`src/core/spa_pkg.sv`:
```
// Shared constants and types for the scratchpad ALU datapath
package spa_pkg;
  localparam logic [7:0] OFF_CMD   = 8'h00;
  localparam logic [7:0] OFF_ACC   = 8'h04;
  localparam logic [7:0] OFF_PTR   = 8'h08;
  localparam logic [7:0] OFF_STAT  = 8'h0c;
  localparam logic [7:0] OFF_TEMP  = 8'h10;
  localparam logic [7:0] OFF_INSTR = 8'h14;
  localparam logic [1:0] RESP_OK   = 2'b00;
  localparam logic [1:0] RESP_ERR  = 2'b10;
  localparam int         SPAD_WORDS = 48;
  localparam int         PTR_W      = 6;
  localparam int         CMD_W      = 17;
  localparam logic [2:0] PLANES     = 3'h6;
  localparam logic [3:0] AC_IND     = 4'hc;
  localparam logic [3:0] AC_DEC     = 4'hd;
  localparam logic [3:0] AC_INC     = 4'he;
  localparam logic [3:0] AC_NONE    = 4'hf;
  localparam logic [5:0] REG_ALT    = 6'h0e;
  localparam logic [5:0] REG_CUR    = 6'h0f;
  localparam int         PAGE_LSB   = 3;
  localparam int         PAGE_MSB   = 5;
  localparam int         TGT_MSB    = 2;
  localparam logic [2:0] LOW_FULL   = 3'h7;
  localparam logic [2:0] MAX_CYC    = 3'h4;
  localparam logic [7:0] NULL_BYTE  = 8'h00;
  localparam logic [4:0] BCD_MAX    = 5'h09;
  localparam logic [4:0] BCD_ADJ    = 5'h06;

  typedef enum logic [3:0] {
    OP_PASS = 4'h0, OP_AND = 4'h1, OP_OR = 4'h2, OP_XOR = 4'h3,
    OP_SHR = 4'h4, OP_SHL = 4'h5, OP_ADD = 4'h6, OP_DADD = 4'h7,
    OP_DEC = 4'h8, OP_CMP = 4'h9
  } spa_op_t;
  typedef enum logic [1:0] {
    SRC_ACC = 2'h0, SRC_SPAD = 2'h1, SRC_TEMP = 2'h2
  } spa_src_t;
  typedef enum logic [2:0] {
    DST_NONE = 3'h0, DST_ACC = 3'h1, DST_TEMP = 3'h2, DST_PTR = 3'h3,
    DST_SPAD = 3'h4, DST_PAGE = 3'h5, DST_PTRU = 3'h6, DST_PTRL = 3'h7
  } spa_dst_t;
  typedef enum logic [1:0] {
    BUS_NONE = 2'h0, BUS_PC_CUR = 2'h1, BUS_PC_ALT = 2'h2, BUS_RD_ALT = 2'h3
  } spa_bus_t;

  typedef struct packed {
    spa_bus_t   bus;
    logic       direct;
    logic       last;
    logic [3:0] acode;
    spa_dst_t   dst;
    spa_src_t   src;
    spa_op_t    op;
  } spa_cmd_t;

  typedef struct packed {
    logic [2:0] up;
    logic [2:0] lo;
  } spa_ptr_t;

  typedef struct packed {
    logic [9:0] rsv_hi;
    logic [5:0] module_addr;
    logic [4:0] rsv_mid;
    logic [2:0] cycles;
    logic       rsv_lo;
    logic [2:0] page;
    logic       msb;
    logic       null_result;
    logic       overflow;
    logic       pointer_full;
  } spa_stat_t;
endpackage

```
`src/core/spa_datapath.sv`:
```
// Scratchpad, ALU, flags and page latch of the 8-bit processor datapath
//
// Implementation choices: the placing of the registers and the AXI4-Lite interface to the registers.
`timescale 1ns/1ps
`default_nettype none
module spa_datapath (
  input  wire logic        aclk,
  input  wire logic        aresetn,
  input  wire logic        s_awvalid,
  output var  logic        s_awready,
  input  wire logic [7:0]  s_awaddr,
  input  wire logic        s_wvalid,
  output var  logic        s_wready,
  input  wire logic [31:0] s_wdata,
  input  wire logic [3:0]  s_wstrb,
  output var  logic        s_bvalid,
  input  wire logic        s_bready,
  output var  logic [1:0]  s_bresp,
  input  wire logic        s_arvalid,
  output var  logic        s_arready,
  input  wire logic [7:0]  s_araddr,
  output var  logic        s_rvalid,
  input  wire logic        s_rready,
  output var  logic [31:0] s_rdata,
  output var  logic [1:0]  s_rresp,
  input  wire logic        db_valid,
  input  wire logic        db_is_instr,
  input  wire logic [7:0]  db_data,
  output var  logic [7:0]  db_out,
  output var  logic        fetch_req,
  output var  logic        bus_req,
  output var  logic [1:0]  bus_kind,
  output var  logic [5:0]  module_addr
);
  logic [7:0]          spad_q [0:spa_pkg::SPAD_WORDS-1];
  logic                aw_rdy_q, bvalid_q, ar_rdy_q, rvalid_q;
  logic [1:0]          bresp_q, rresp_q;
  logic [31:0]         rdata_q;
  logic [7:0]          acc_q, temp_q, instr_q, dout_q;
  spa_pkg::spa_ptr_t   ptr_q;
  logic [2:0]          page_q, cyc_q;
  logic                ovf_q, fetch_q, breq_q;
  logic [1:0]          bkind_q;
  logic [5:0]          mod_q;
  spa_pkg::spa_cmd_t   cmd_q;
  spa_pkg::spa_stat_t  stat_q;

  function automatic logic [2:0] ptr_step(input logic [2:0] v,
                                          input logic       up);
    return up ? v + 3'h1 : v - 3'h1;
  endfunction

  function automatic logic [8:0] bcd_add(input logic [7:0] a,
                                         input logic [7:0] b);
    logic [4:0] lo;
    logic [4:0] hi;
    logic       c;
    lo = {1'b0, a[3:0]} + {1'b0, b[3:0]};
    c  = lo > spa_pkg::BCD_MAX;
    if (c) begin
      lo = lo + spa_pkg::BCD_ADJ;
    end
    hi = {1'b0, a[7:4]} + {1'b0, b[7:4]} + {4'h0, c};
    if (hi > spa_pkg::BCD_MAX) begin
      hi = hi + spa_pkg::BCD_ADJ;
    end
    return {hi > spa_pkg::BCD_MAX + spa_pkg::BCD_ADJ || hi[4],
            hi[3:0], lo[3:0]};
  endfunction

  // Bus slave: both write channels taken together, one transfer at a time
  wire wr_fire = s_awvalid && s_wvalid && !aw_rdy_q && !bvalid_q;
  wire wr_take = aw_rdy_q && s_awvalid && s_wvalid;
  wire rd_fire = s_arvalid && !ar_rdy_q && !rvalid_q;
  wire rd_take = ar_rdy_q && s_arvalid;
  wire wr_map  = s_awaddr == spa_pkg::OFF_CMD || s_awaddr == spa_pkg::OFF_ACC
              || s_awaddr == spa_pkg::OFF_PTR;
  wire exec    = wr_take && s_awaddr == spa_pkg::OFF_CMD && &s_wstrb[2:0];
  wire acc_wr  = wr_take && s_awaddr == spa_pkg::OFF_ACC && s_wstrb[0];
  wire ptr_wr  = wr_take && s_awaddr == spa_pkg::OFF_PTR && s_wstrb[0];

  // Without a command the ALU passes the accumulator
  wire spa_pkg::spa_cmd_t cmd = exec ?
      spa_pkg::spa_cmd_t'(s_wdata[spa_pkg::CMD_W-1:0]) : '0;

  // Scratchpad address decode
  wire       indirect = !cmd.direct && cmd.acode >= spa_pkg::AC_IND;
  wire       sp_none  = !cmd.direct && cmd.acode == spa_pkg::AC_NONE;
  wire [5:0] sp_idx   = indirect ? ptr_q : {2'h0, cmd.acode};
  wire       sp_ok    = !sp_none && (!indirect || ptr_q.up < spa_pkg::PLANES);
  wire [7:0] sp_rd    = sp_ok ? spad_q[sp_idx] : spa_pkg::NULL_BYTE;
  wire       sp_use   = cmd.src == spa_pkg::SRC_SPAD
                     || cmd.dst == spa_pkg::DST_SPAD;
  wire       step     = exec && sp_use && indirect && !sp_none;
  wire       step_dec = step && cmd.acode == spa_pkg::AC_DEC;
  wire       step_inc = step && cmd.acode == spa_pkg::AC_INC;
  wire       sp_we    = exec && cmd.dst == spa_pkg::DST_SPAD && sp_ok;
  wire [7:0] reg_cur  = spad_q[spa_pkg::REG_CUR];
  wire [7:0] reg_alt  = spad_q[spa_pkg::REG_ALT];

  // ALU operand selection and operation
  wire [7:0] opa = acc_q;
  wire [7:0] opb = cmd.src == spa_pkg::SRC_SPAD ? sp_rd :
                   cmd.src == spa_pkg::SRC_TEMP ? temp_q : acc_q;
  wire [8:0] dsum = bcd_add(opa, opb);
  logic [7:0] res;
  logic       alu_c;
  always_comb begin
    alu_c = 1'b0;
    case (cmd.op)
      spa_pkg::OP_PASS: res = opb;
      spa_pkg::OP_AND:  res = opa & opb;
      spa_pkg::OP_OR:   res = opa | opb;
      spa_pkg::OP_XOR:  res = opa ^ opb;
      spa_pkg::OP_SHR:  res = {1'b0, opb[7:1]};
      spa_pkg::OP_SHL:  res = {opb[6:0], 1'b0};
      spa_pkg::OP_ADD:  res = opa + opb;
      spa_pkg::OP_DADD: begin
        res   = dsum[7:0];
        alu_c = dsum[8];
      end
      spa_pkg::OP_DEC:  res = opb - 8'h01;
      spa_pkg::OP_CMP: begin
        res   = opa - opb;
        alu_c = opa >= opb;
      end
      default:          res = opb;
    endcase
  end

  // Flags; null and msb follow the ALU outputs directly
  wire pfull_f = ptr_q.lo == spa_pkg::LOW_FULL;
  wire null_f  = res == spa_pkg::NULL_BYTE;
  wire msb_f   = res[7];
  wire shift_acc = exec && cmd.src == spa_pkg::SRC_ACC;
  wire ovf_d = (cmd.op == spa_pkg::OP_DADD || cmd.op == spa_pkg::OP_CMP)
               && exec ? alu_c :
               shift_acc && cmd.op == spa_pkg::OP_SHR ? 1'b0 :
               shift_acc && cmd.op == spa_pkg::OP_SHL ? 1'b1 : ovf_q;

  // Result routing
  wire [7:0] acc_d = acc_wr ? s_wdata[7:0] :
                     cmd.dst == spa_pkg::DST_ACC ? res : acc_q;
  // Data bus capture wins over a same-cycle result write
  wire [7:0] temp_d = db_valid ? db_data :
                      cmd.dst == spa_pkg::DST_TEMP ? res : temp_q;
  wire spa_pkg::spa_ptr_t res_ptr = spa_pkg::spa_ptr_t'(res[spa_pkg::PTR_W-1:0]);
  wire spa_pkg::spa_ptr_t wd_ptr =
      spa_pkg::spa_ptr_t'(s_wdata[spa_pkg::PTR_W-1:0]);
  wire [2:0] up_d = ptr_wr ? wd_ptr.up :
                    cmd.dst == spa_pkg::DST_PTR  ? res_ptr.up :
                    cmd.dst == spa_pkg::DST_PTRU ? res_ptr.lo : ptr_q.up;
  // Low field steps alone, wrapping in its three bits
  wire [2:0] lo_d = ptr_wr ? wd_ptr.lo :
                    cmd.dst == spa_pkg::DST_PTR  ? res_ptr.lo :
                    cmd.dst == spa_pkg::DST_PTRL ? res_ptr.lo :
                    step_dec ? ptr_step(ptr_q.lo, 1'b0) :
                    step_inc ? ptr_step(ptr_q.lo, 1'b1) : ptr_q.lo;
  wire [2:0] page_d = cmd.dst == spa_pkg::DST_PAGE ?
                      res[spa_pkg::PAGE_MSB:spa_pkg::PAGE_LSB] : page_q;

  // Outbound module address: fetch takes priority over other bus work
  wire       fetch_d = exec && cmd.last;
  wire       breq_d  = exec && !cmd.last && cmd.bus != spa_pkg::BUS_NONE;
  wire [5:0] mod_d   =
      fetch_d ? {page_q, 3'h0} :
      breq_d && cmd.bus == spa_pkg::BUS_PC_CUR ?
        {page_q, reg_cur[spa_pkg::TGT_MSB:0]} :
      breq_d ? {reg_alt[spa_pkg::PAGE_MSB:spa_pkg::PAGE_LSB],
                reg_alt[spa_pkg::TGT_MSB:0]} : mod_q;
  wire       ir_load = db_valid && db_is_instr;
  wire [2:0] cyc_d   = ir_load ? 3'h0 :
                       exec && cyc_q != spa_pkg::MAX_CYC ? cyc_q + 3'h1 : cyc_q;

  spa_pkg::spa_stat_t stat_d;
  always_comb begin
    stat_d              = '0;
    stat_d.pointer_full = pfull_f;
    stat_d.overflow     = ovf_q;
    stat_d.null_result  = null_f;
    stat_d.msb          = msb_f;
    stat_d.page         = page_q;
    stat_d.cycles       = cyc_q;
    stat_d.module_addr  = mod_q;
  end

  wire [31:0] rd_mux =
      s_araddr == spa_pkg::OFF_CMD   ? {15'h0, cmd_q} :
      s_araddr == spa_pkg::OFF_ACC   ? {24'h0, acc_q} :
      s_araddr == spa_pkg::OFF_PTR   ? {26'h0, ptr_q} :
      s_araddr == spa_pkg::OFF_STAT  ? stat_q :
      s_araddr == spa_pkg::OFF_TEMP  ? {24'h0, temp_q} :
      s_araddr == spa_pkg::OFF_INSTR ? {24'h0, instr_q} : 32'h0;
  wire rd_map = s_araddr == spa_pkg::OFF_CMD || s_araddr == spa_pkg::OFF_ACC
             || s_araddr == spa_pkg::OFF_PTR || s_araddr == spa_pkg::OFF_STAT
             || s_araddr == spa_pkg::OFF_TEMP || s_araddr == spa_pkg::OFF_INSTR;

  // Working registers carry no reset, as in the original RAM
  always_ff @(posedge aclk) begin
    if (sp_we) begin
      spad_q[sp_idx] <= res;
    end
  end

  always_ff @(posedge aclk) begin
    if (!aresetn) begin
      aw_rdy_q <= 1'b0;
      bvalid_q <= 1'b0;
      bresp_q  <= spa_pkg::RESP_OK;
      ar_rdy_q <= 1'b0;
      rvalid_q <= 1'b0;
      rresp_q  <= spa_pkg::RESP_OK;
      rdata_q  <= 32'h0;
    end else begin
      aw_rdy_q <= wr_fire;
      ar_rdy_q <= rd_fire;
      if (wr_take) begin
        bvalid_q <= 1'b1;
        bresp_q  <= wr_map ? spa_pkg::RESP_OK : spa_pkg::RESP_ERR;
      end else if (s_bready) begin
        bvalid_q <= 1'b0;
      end
      if (rd_take) begin
        rvalid_q <= 1'b1;
        rdata_q  <= rd_mux;
        rresp_q  <= rd_map ? spa_pkg::RESP_OK : spa_pkg::RESP_ERR;
      end else if (s_rready) begin
        rvalid_q <= 1'b0;
      end
    end
  end

  always_ff @(posedge aclk) begin
    if (!aresetn) begin
      acc_q   <= 8'h00;
      temp_q  <= 8'h00;
      instr_q <= 8'h00;
      dout_q  <= 8'h00;
      ptr_q   <= '0;
      page_q  <= 3'h0;
      cyc_q   <= 3'h0;
      ovf_q   <= 1'b0;
      fetch_q <= 1'b0;
      breq_q  <= 1'b0;
      bkind_q <= 2'h0;
      mod_q   <= 6'h00;
      cmd_q   <= '0;
      stat_q  <= '0;
    end else begin
      acc_q   <= acc_d;
      temp_q  <= temp_d;
      dout_q  <= temp_q;
      ptr_q   <= {up_d, lo_d};
      page_q  <= page_d;
      cyc_q   <= cyc_d;
      ovf_q   <= ovf_d;
      fetch_q <= fetch_d;
      breq_q  <= breq_d;
      bkind_q <= breq_d ? cmd.bus : bkind_q;
      mod_q   <= mod_d;
      stat_q  <= stat_d;
      if (exec) begin
        cmd_q <= cmd;
      end
      if (ir_load) begin
        instr_q <= db_data;
      end
    end
  end

  assign s_awready   = aw_rdy_q;
  assign s_wready    = aw_rdy_q;
  assign s_bvalid    = bvalid_q;
  assign s_bresp     = bresp_q;
  assign s_arready   = ar_rdy_q;
  assign s_rvalid    = rvalid_q;
  assign s_rdata     = rdata_q;
  assign s_rresp     = rresp_q;
  assign db_out      = dout_q;
  assign fetch_req   = fetch_q;
  assign bus_req     = breq_q;
  assign bus_kind    = bkind_q;
  assign module_addr = mod_q;

  wire ptr_dst = cmd.dst == spa_pkg::DST_PTR || cmd.dst == spa_pkg::DST_PTRL;
endmodule // spa_datapath
`default_nettype wire

```
`config.mk`:
```
export PLATFORM = sky130hd
export DESIGN_NAME = spa_datapath
export DESIGN_NICKNAME = d
export VERILOG_FILES = /design/src/core/spa_pkg.sv /design/src/core/spa_datapath.sv
export SDC_FILE = /design/constraint.sdc
export NUM_CORES = 1
export LEC_CHECK = 0
export BUFFER_PORTS_ARGS = -buffer_cell sky130_fd_sc_hd__buf_2
export CELL_PAD_IN_SITES_DETAIL_PLACEMENT = 1
export CELL_PAD_IN_SITES_GLOBAL_PLACEMENT = 1
export CORE_MARGIN = 1
export CORE_UTILIZATION = 40
export DETAILED_ROUTE_END_ITERATION = 8
export PLACE_DENSITY_LB_ADDON = 0.1
export SYNTH_ARGS = -nofsm -noshare
export SYNTH_HDL_FRONTEND = slang
export SYNTH_SLANG_ARGS = --single-unit
```
`constraint.sdc`:
```
create_clock -name aclk -period 8.15 [get_ports aclk]
set_clock_uncertainty 0.15 [all_clocks]
set_input_delay 1.63 -clock aclk [delete_from_list [all_inputs] [get_ports aclk]]
set_output_delay 1.63 -clock aclk [all_outputs]
set_load 0.03 [all_outputs]
```
## Yosys cells after proc, flatten, opt, wreduce, memory -nomap -nowiden

Memory sizes are Yosys's and may differ from the RTL's.
Cells that the tools add are included.

| word-level totals | value |
|---|---|
| bits in latches | 0 |
| ROM bits | 0 |
| memory bits (writable) | 384 |
| bits in registers | 144 |
| input port bits | 69 |
| output and inout bits | 59 |
| logic and storage cells | 202 |
| memories kept | 1 |

Memories:

| memory | words | width | rd ports | clocked after Yosys merged registers in | wr ports | RTL line | RTL |
|---|---|---|---|---|---|---|---|
| spad_q | 48 | 8 | 3 | 0 | 1 | spa_datapath.sv:35 | `logic [7:0] spad_q [0:spa_pkg::SPAD_WORDS-1];` |

| operators by class | value |
|---|---|
| $mul | 0 |
| bitwise operators | 4 |
| reductions and logical operators | 70 |
| mux-type cells | 41 |
| add/sub/neg operators | 11 |
| div/mod/pow operators | 0 |
| $lt $le $gt $ge | 6 |
| shift-type cells | 0 |
| eq/ne operators | 31 |

Operators with widths:

| operator | count |
|---|---|
| $mux W32 | 4 |
| $mux W8 | 9 |
| $pmux W8 S9 | 1 |
| $logic_and A1 B1 Y1 | 34 |
| $eq A8 B4 Y1 const B | 3 |
| $logic_not A8 Y1 | 3 |
| $mux W3 | 8 |
| $mux W6 | 4 |
| $eq A4 B4 Y1 const B | 5 |
| $mux W17 | 1 |
| $eq A4 B3 Y1 const B | 4 |
| $eq A8 B3 Y1 const B | 2 |
| $eq A8 B5 Y1 const B | 2 |
| $eq A3 B3 Y1 const B | 5 |
| $gt A5 B4 Y1 const B | 3 |
| $reduce_bool A2 Y1 | 6 |
| $logic_or A1 B1 Y1 | 11 |
| $add A4 B4 Y5 | 2 |
| $mux W1 | 9 |
| $reduce_bool A3 Y1 | 3 |
| $add A8 B8 Y8 | 1 |
| $and A8 B8 Y8 | 1 |
| $eq A4 B2 Y1 const B | 2 |
| $ge A8 B8 Y1 | 1 |
| 27 further kinds | 39 |

## Logic depth before layout (Yosys ltp)

| logic depth | value |
|---|---|
| depth in word-level cells | 21 |
| mapped depth | 34 |
| mapped depth without buffers | 29 |

## Least setup slack after synthesis

No wires, ideal clock.

| timing | value |
|---|---|
| path type | input port to flip-flop |
| start point | input s_awaddr[7] |
| end point | memory spad_q[0][6], data pin |
| path slack | -0.438 ns |
| data required time | 7.693 ns |
| path buffers | 1 |
| arrival | 8.131 ns |
| stages | 27 |
| setup time | 0.307 ns |
| cell sequence | nor4_4 > nand4_2 > buf_6 > or3_1 > a2111oi_0 > a221oi_1 > o21ai_0 > a221oi_1 > or3_1 > ha_1 > fa_1 > xnor2_1 > and2_1 > o21ai_0 > inv_1 > fa_1 > inv_1 > fa_1 > inv_1 > ha_1 > a21oi_1 > a21boi_0 > mux2_2 > a2bb2oi_1 > o211ai_1 > o22ai_1 > inv_1 |

| between the ends | value |
|---|---|
| word-level cells in the longest chain between the ends | 17 |
| elaborated cells between the ends (all ways) | 43 |
| classes of those cells | add/sub: 7; order compare: 3; eq/ne: 12; mux: 7; bitwise: 3; reduce/logical: 10; memory: 1 |

Ends and longest elaborated chain:

| what | RTL line | RTL |
|---|---|---|
| start, declared | spa_datapath.sv:11 | `input wire logic [7:0] s_awaddr,` |
| $logic_not A8 Y1 * | spa_datapath.sv:78 | `wire exec = wr_take && s_awaddr == spa_pkg::OFF_CMD && &s_wstrb[2:0];` |
| $logic_and A1 B1 Y1 * (2 in a row) | spa_datapath.sv:78 |  |
| $mux W17 * | spa_datapath.sv:83 | `wire spa_pkg::spa_cmd_t cmd = exec ?` |
| branches (longest 12 deep; another with $mem_v2 Z48 W8) | - |  |
| $pmux W8 S9 * | spa_datapath.sv:110 | `case (cmd.op)` |
| net res[6] | spa_datapath.sv:106 | `logic [7:0] res;` |
| end, declared | spa_datapath.sv:35 |  |

Mark *: on every way through the listed nets, which the timed path passes.

## Worst setup path in the final report

| timing | value |
|---|---|
| start point | input s_awaddr[0] |
| end point | memory spad_q[14][6], data pin |

The elaborated chain is that of the path after synthesis.

==> flow_summary.yaml <==
clock_network:
  tritoncts: "done"
  numCtsBuffers: 54
  cts.sinks: 500
  clockRootBuffer: "clkbuf_16"
  htree_levels: 2
  clk_pin_slew_ns: 0.06
  clk_path_buf_depth: 3
  clock_latency_ns: 0.63
finish:
  final_util: 0.502
  layout.nets: 2524
  synthToLayoutAreaGrowth_pct: 24.2
  layoutNonFillerInstCount: 3224
  diodes: 0
  layout-drive-gt1-share: 0.263
synthesis:
  post-synth-top-count-cell: "edfxtp_1"
  synth_cell_type_count: 107
  ys_ff_latch: 500
  synth.cell_area_um2: 23300
  synthArstFlopShare: 0
  yosysTopAreaCell: "edfxtp_1"
  syn_avg_cell_area_um2: 11.5
  yosysTopAreaCellShare: 0.495
  synth-edff-count: 384
  synth_flop_cell: "edfxtp_1"
  syn_inst: 2019
  synth-seq-area-share: 0.594
  synth_commonest_cells: "edfxtp_1, nand2_1, nor2_1"
  synth_area_leaders: "edfxtp_1, dfxtp_1, a21oi_1"
  yosysWarnings: 0
timing:
  setup_viol_count_final: 0
  tightest_slew_ns: 1.22
  slew_viol_final: 0
  fin_crit_sh: 0.982
  max_freq_mhz: 125
  hold_viol_final: 0
  tns_ns: 0
  slew_headroom: 0.184
  finalCriticalPeriod_ns: 8.01
worst_setup_path:
  max_stage_delay_ns: 0.55
  startpoint_type: "input pin"
  startpoint: "s_awaddr[0]"
  critPathBufInv: 12
  critical_path_class: "input pin to flip-flop"
  end_kind: "flip-flop"
  arrival_ns: 8.15
  required_ns: 8.30
  slowest_stage: "fa_2"
  cp_max_fo: 48
  crit_family: "buffers and inverters"
  r2r_start: "ptr_q[0]$_SDFFE_PN0P_"
power_and_ir_drop:
  power_mw: 5.39
  intPower_mw: 4.18
  p_seq_frac: 0.505
  p_sw_frac: 0.225
  p_leak_nw: 10.3
  p_sw_mw: 1.21
  comb_power_share: 0.044
  ir_drop_mv: 0.165
  power_frac_clock: 0.450
  pwr_density_cell_nw_per_um2: 186
grt:
  grt_pass1_wl_mm: 140
  grt_max_degree: 61
  grt_usage: 0.326
  met3_usage: 0.0451
  grtUsageMet2: 0.528
  grt_pass1_vias: 19800
  busiest_layer: "met2"
  antenna_found_initial: 3
  overflow: 0
  use_met1: 0.430
place:
  place_congestion: 0.947
  dp_cells: 3105
  hpwl_mm: 71.8
  port_buffers: 99
floorplan:
  dieWidth_um: 243
  io_pins: 128
  rows: 88
  dieArea_um2: 59300
  die_h_um: 243
  core_um2: 57700
  initial_core_util: 0.404
detailed_routing:
  drtIter0Drc: 1957
  dr.pass1.iters: 5
  vias: 19700
  ant_nets: 0
  detail_route.wl_per_cell_um: 30.4
  remaining_drc_errors: 0
  wirelength_mm: 98.0
  vias_per_cell: 6.10
worst_hold_path:
  min_from: "stat_q[21]$_SDFF_PN0_"
  min_path_type: "flip-flop to flip-flop"
flow_run:
  maxCapViolations: 0
status:
  status: "completed"
through the flow:
step	setup slack (ns)	hold WS, ns	cell area (um2)
floorplan	0.0459	0.279	23400
global placement	-0.720	0.283	26900
detailed placement	-0.823	0.296	26900
CTS	0.000839	0.305	28700
global route	-0.0271	0.320	28900
finish	0.145	0.303	28900
layer usage:
layer	wire length [um]	vias to the layer above
met3	7200	236
li1	-	8504
met2	45800	949
met4	5190	0
met5	0	-
met1	39800	9970
cell usage in the layout (no fill, tap or decap), types with 19 or more instances in the layout:
cell,count
buf_2,99
a211oi_1,22
ha_1,33
nor4_1,21
clkbuf_16,55
nand2_1,162
nor3_1,47
o22ai_1,44
o221ai_1,27
mux2_2,24
a21oi_1,122
inv_1,48
or3_1,29
nand2b_1,19
mux2i_1,26
and2_1,32
a31oi_1,19
edfxtp_1,384
nor2_1,157
buf_4,347
nand3_1,67
o21ai_0,97
dfxtp_1,116
flip-flops by register name, summed over array words and instances (netlist names), 2 cells and up:
signal and flops:
spad_q 384, s_rdata 22, cmd_q 17, stat_q 16, acc_q 8, db_out 8, instr_q 8, temp_q 8
module_addr 6, ptr_q 6, cyc_q 3, page_q 3, bus_kind 2
cell type report:
type	count	area, um2
fillers	6140	28700
flip-flops and latches	500	13900
multi-input cells	1340	8750
repair buffers	464	3450
clock buffers	75	1490
well taps	765	957
clock inverters	27	234
inverters	53	203
power by group through the flow:
stage	Clock, mW	Sequential (mW)	Combinational, mW
after floorplan	0	2.78	0.102
after global placement	0	2.78	0.227
after detailed placement	0	2.78	0.231
after CTS	2.45	2.72	0.233
after global routing	2.54	2.72	0.249
final	2.43	2.72	0.240
worst paths after layout:
check | to | slack, ns | cells after the start
worst max-delay path | spad_q[14][6]$_DFFE_PP_ | 0.14 | 34
worst min-delay path | s_rdata[21]$_SDFFE_PN0P_ | 0.30 | 2
worst max register to register | spad_q[14][6]$_DFFE_PP_ | 0.93 | 32
worst min register to register | s_rdata[21]$_SDFFE_PN0P_ | 0.30 | 2
cell families (layout without fill, tap and decap cells):
| group | count (synthesis) | in the layout | synth area share |
|---|---|---|---|
| other | 1 | 12 | 0.000161 |
| buffers and inverters | 191 | 619 | 0.0401 |
| XOR/XNOR | 23 | 23 | 0.00864 |
| adder cells (fa/ha/maj) | 42 | 42 | 0.0245 |
| AND/OR/NAND/NOR | 648 | 649 | 0.140 |
| flip-flops | 500 | 500 | 0.594 |
| multiplexers | 54 | 54 | 0.0266 |
| AO/OA/AOI/OAI | 560 | 560 | 0.165 |
repair_timing:
action	CTS	global route
hold buffers	0	0
pin swaps	6	13
buffers inserted	1	15
resized for setup	8	26
endpoints found under the setup margin	153	154
cloned	0	1
worst min-delay path, cell delays in order, from the launching register on:
cell and delay, ns:
dfxtp_1 0.29, nand3_1 0.05, a21oi_1 0.06
(Power assumes the default switching activity.)
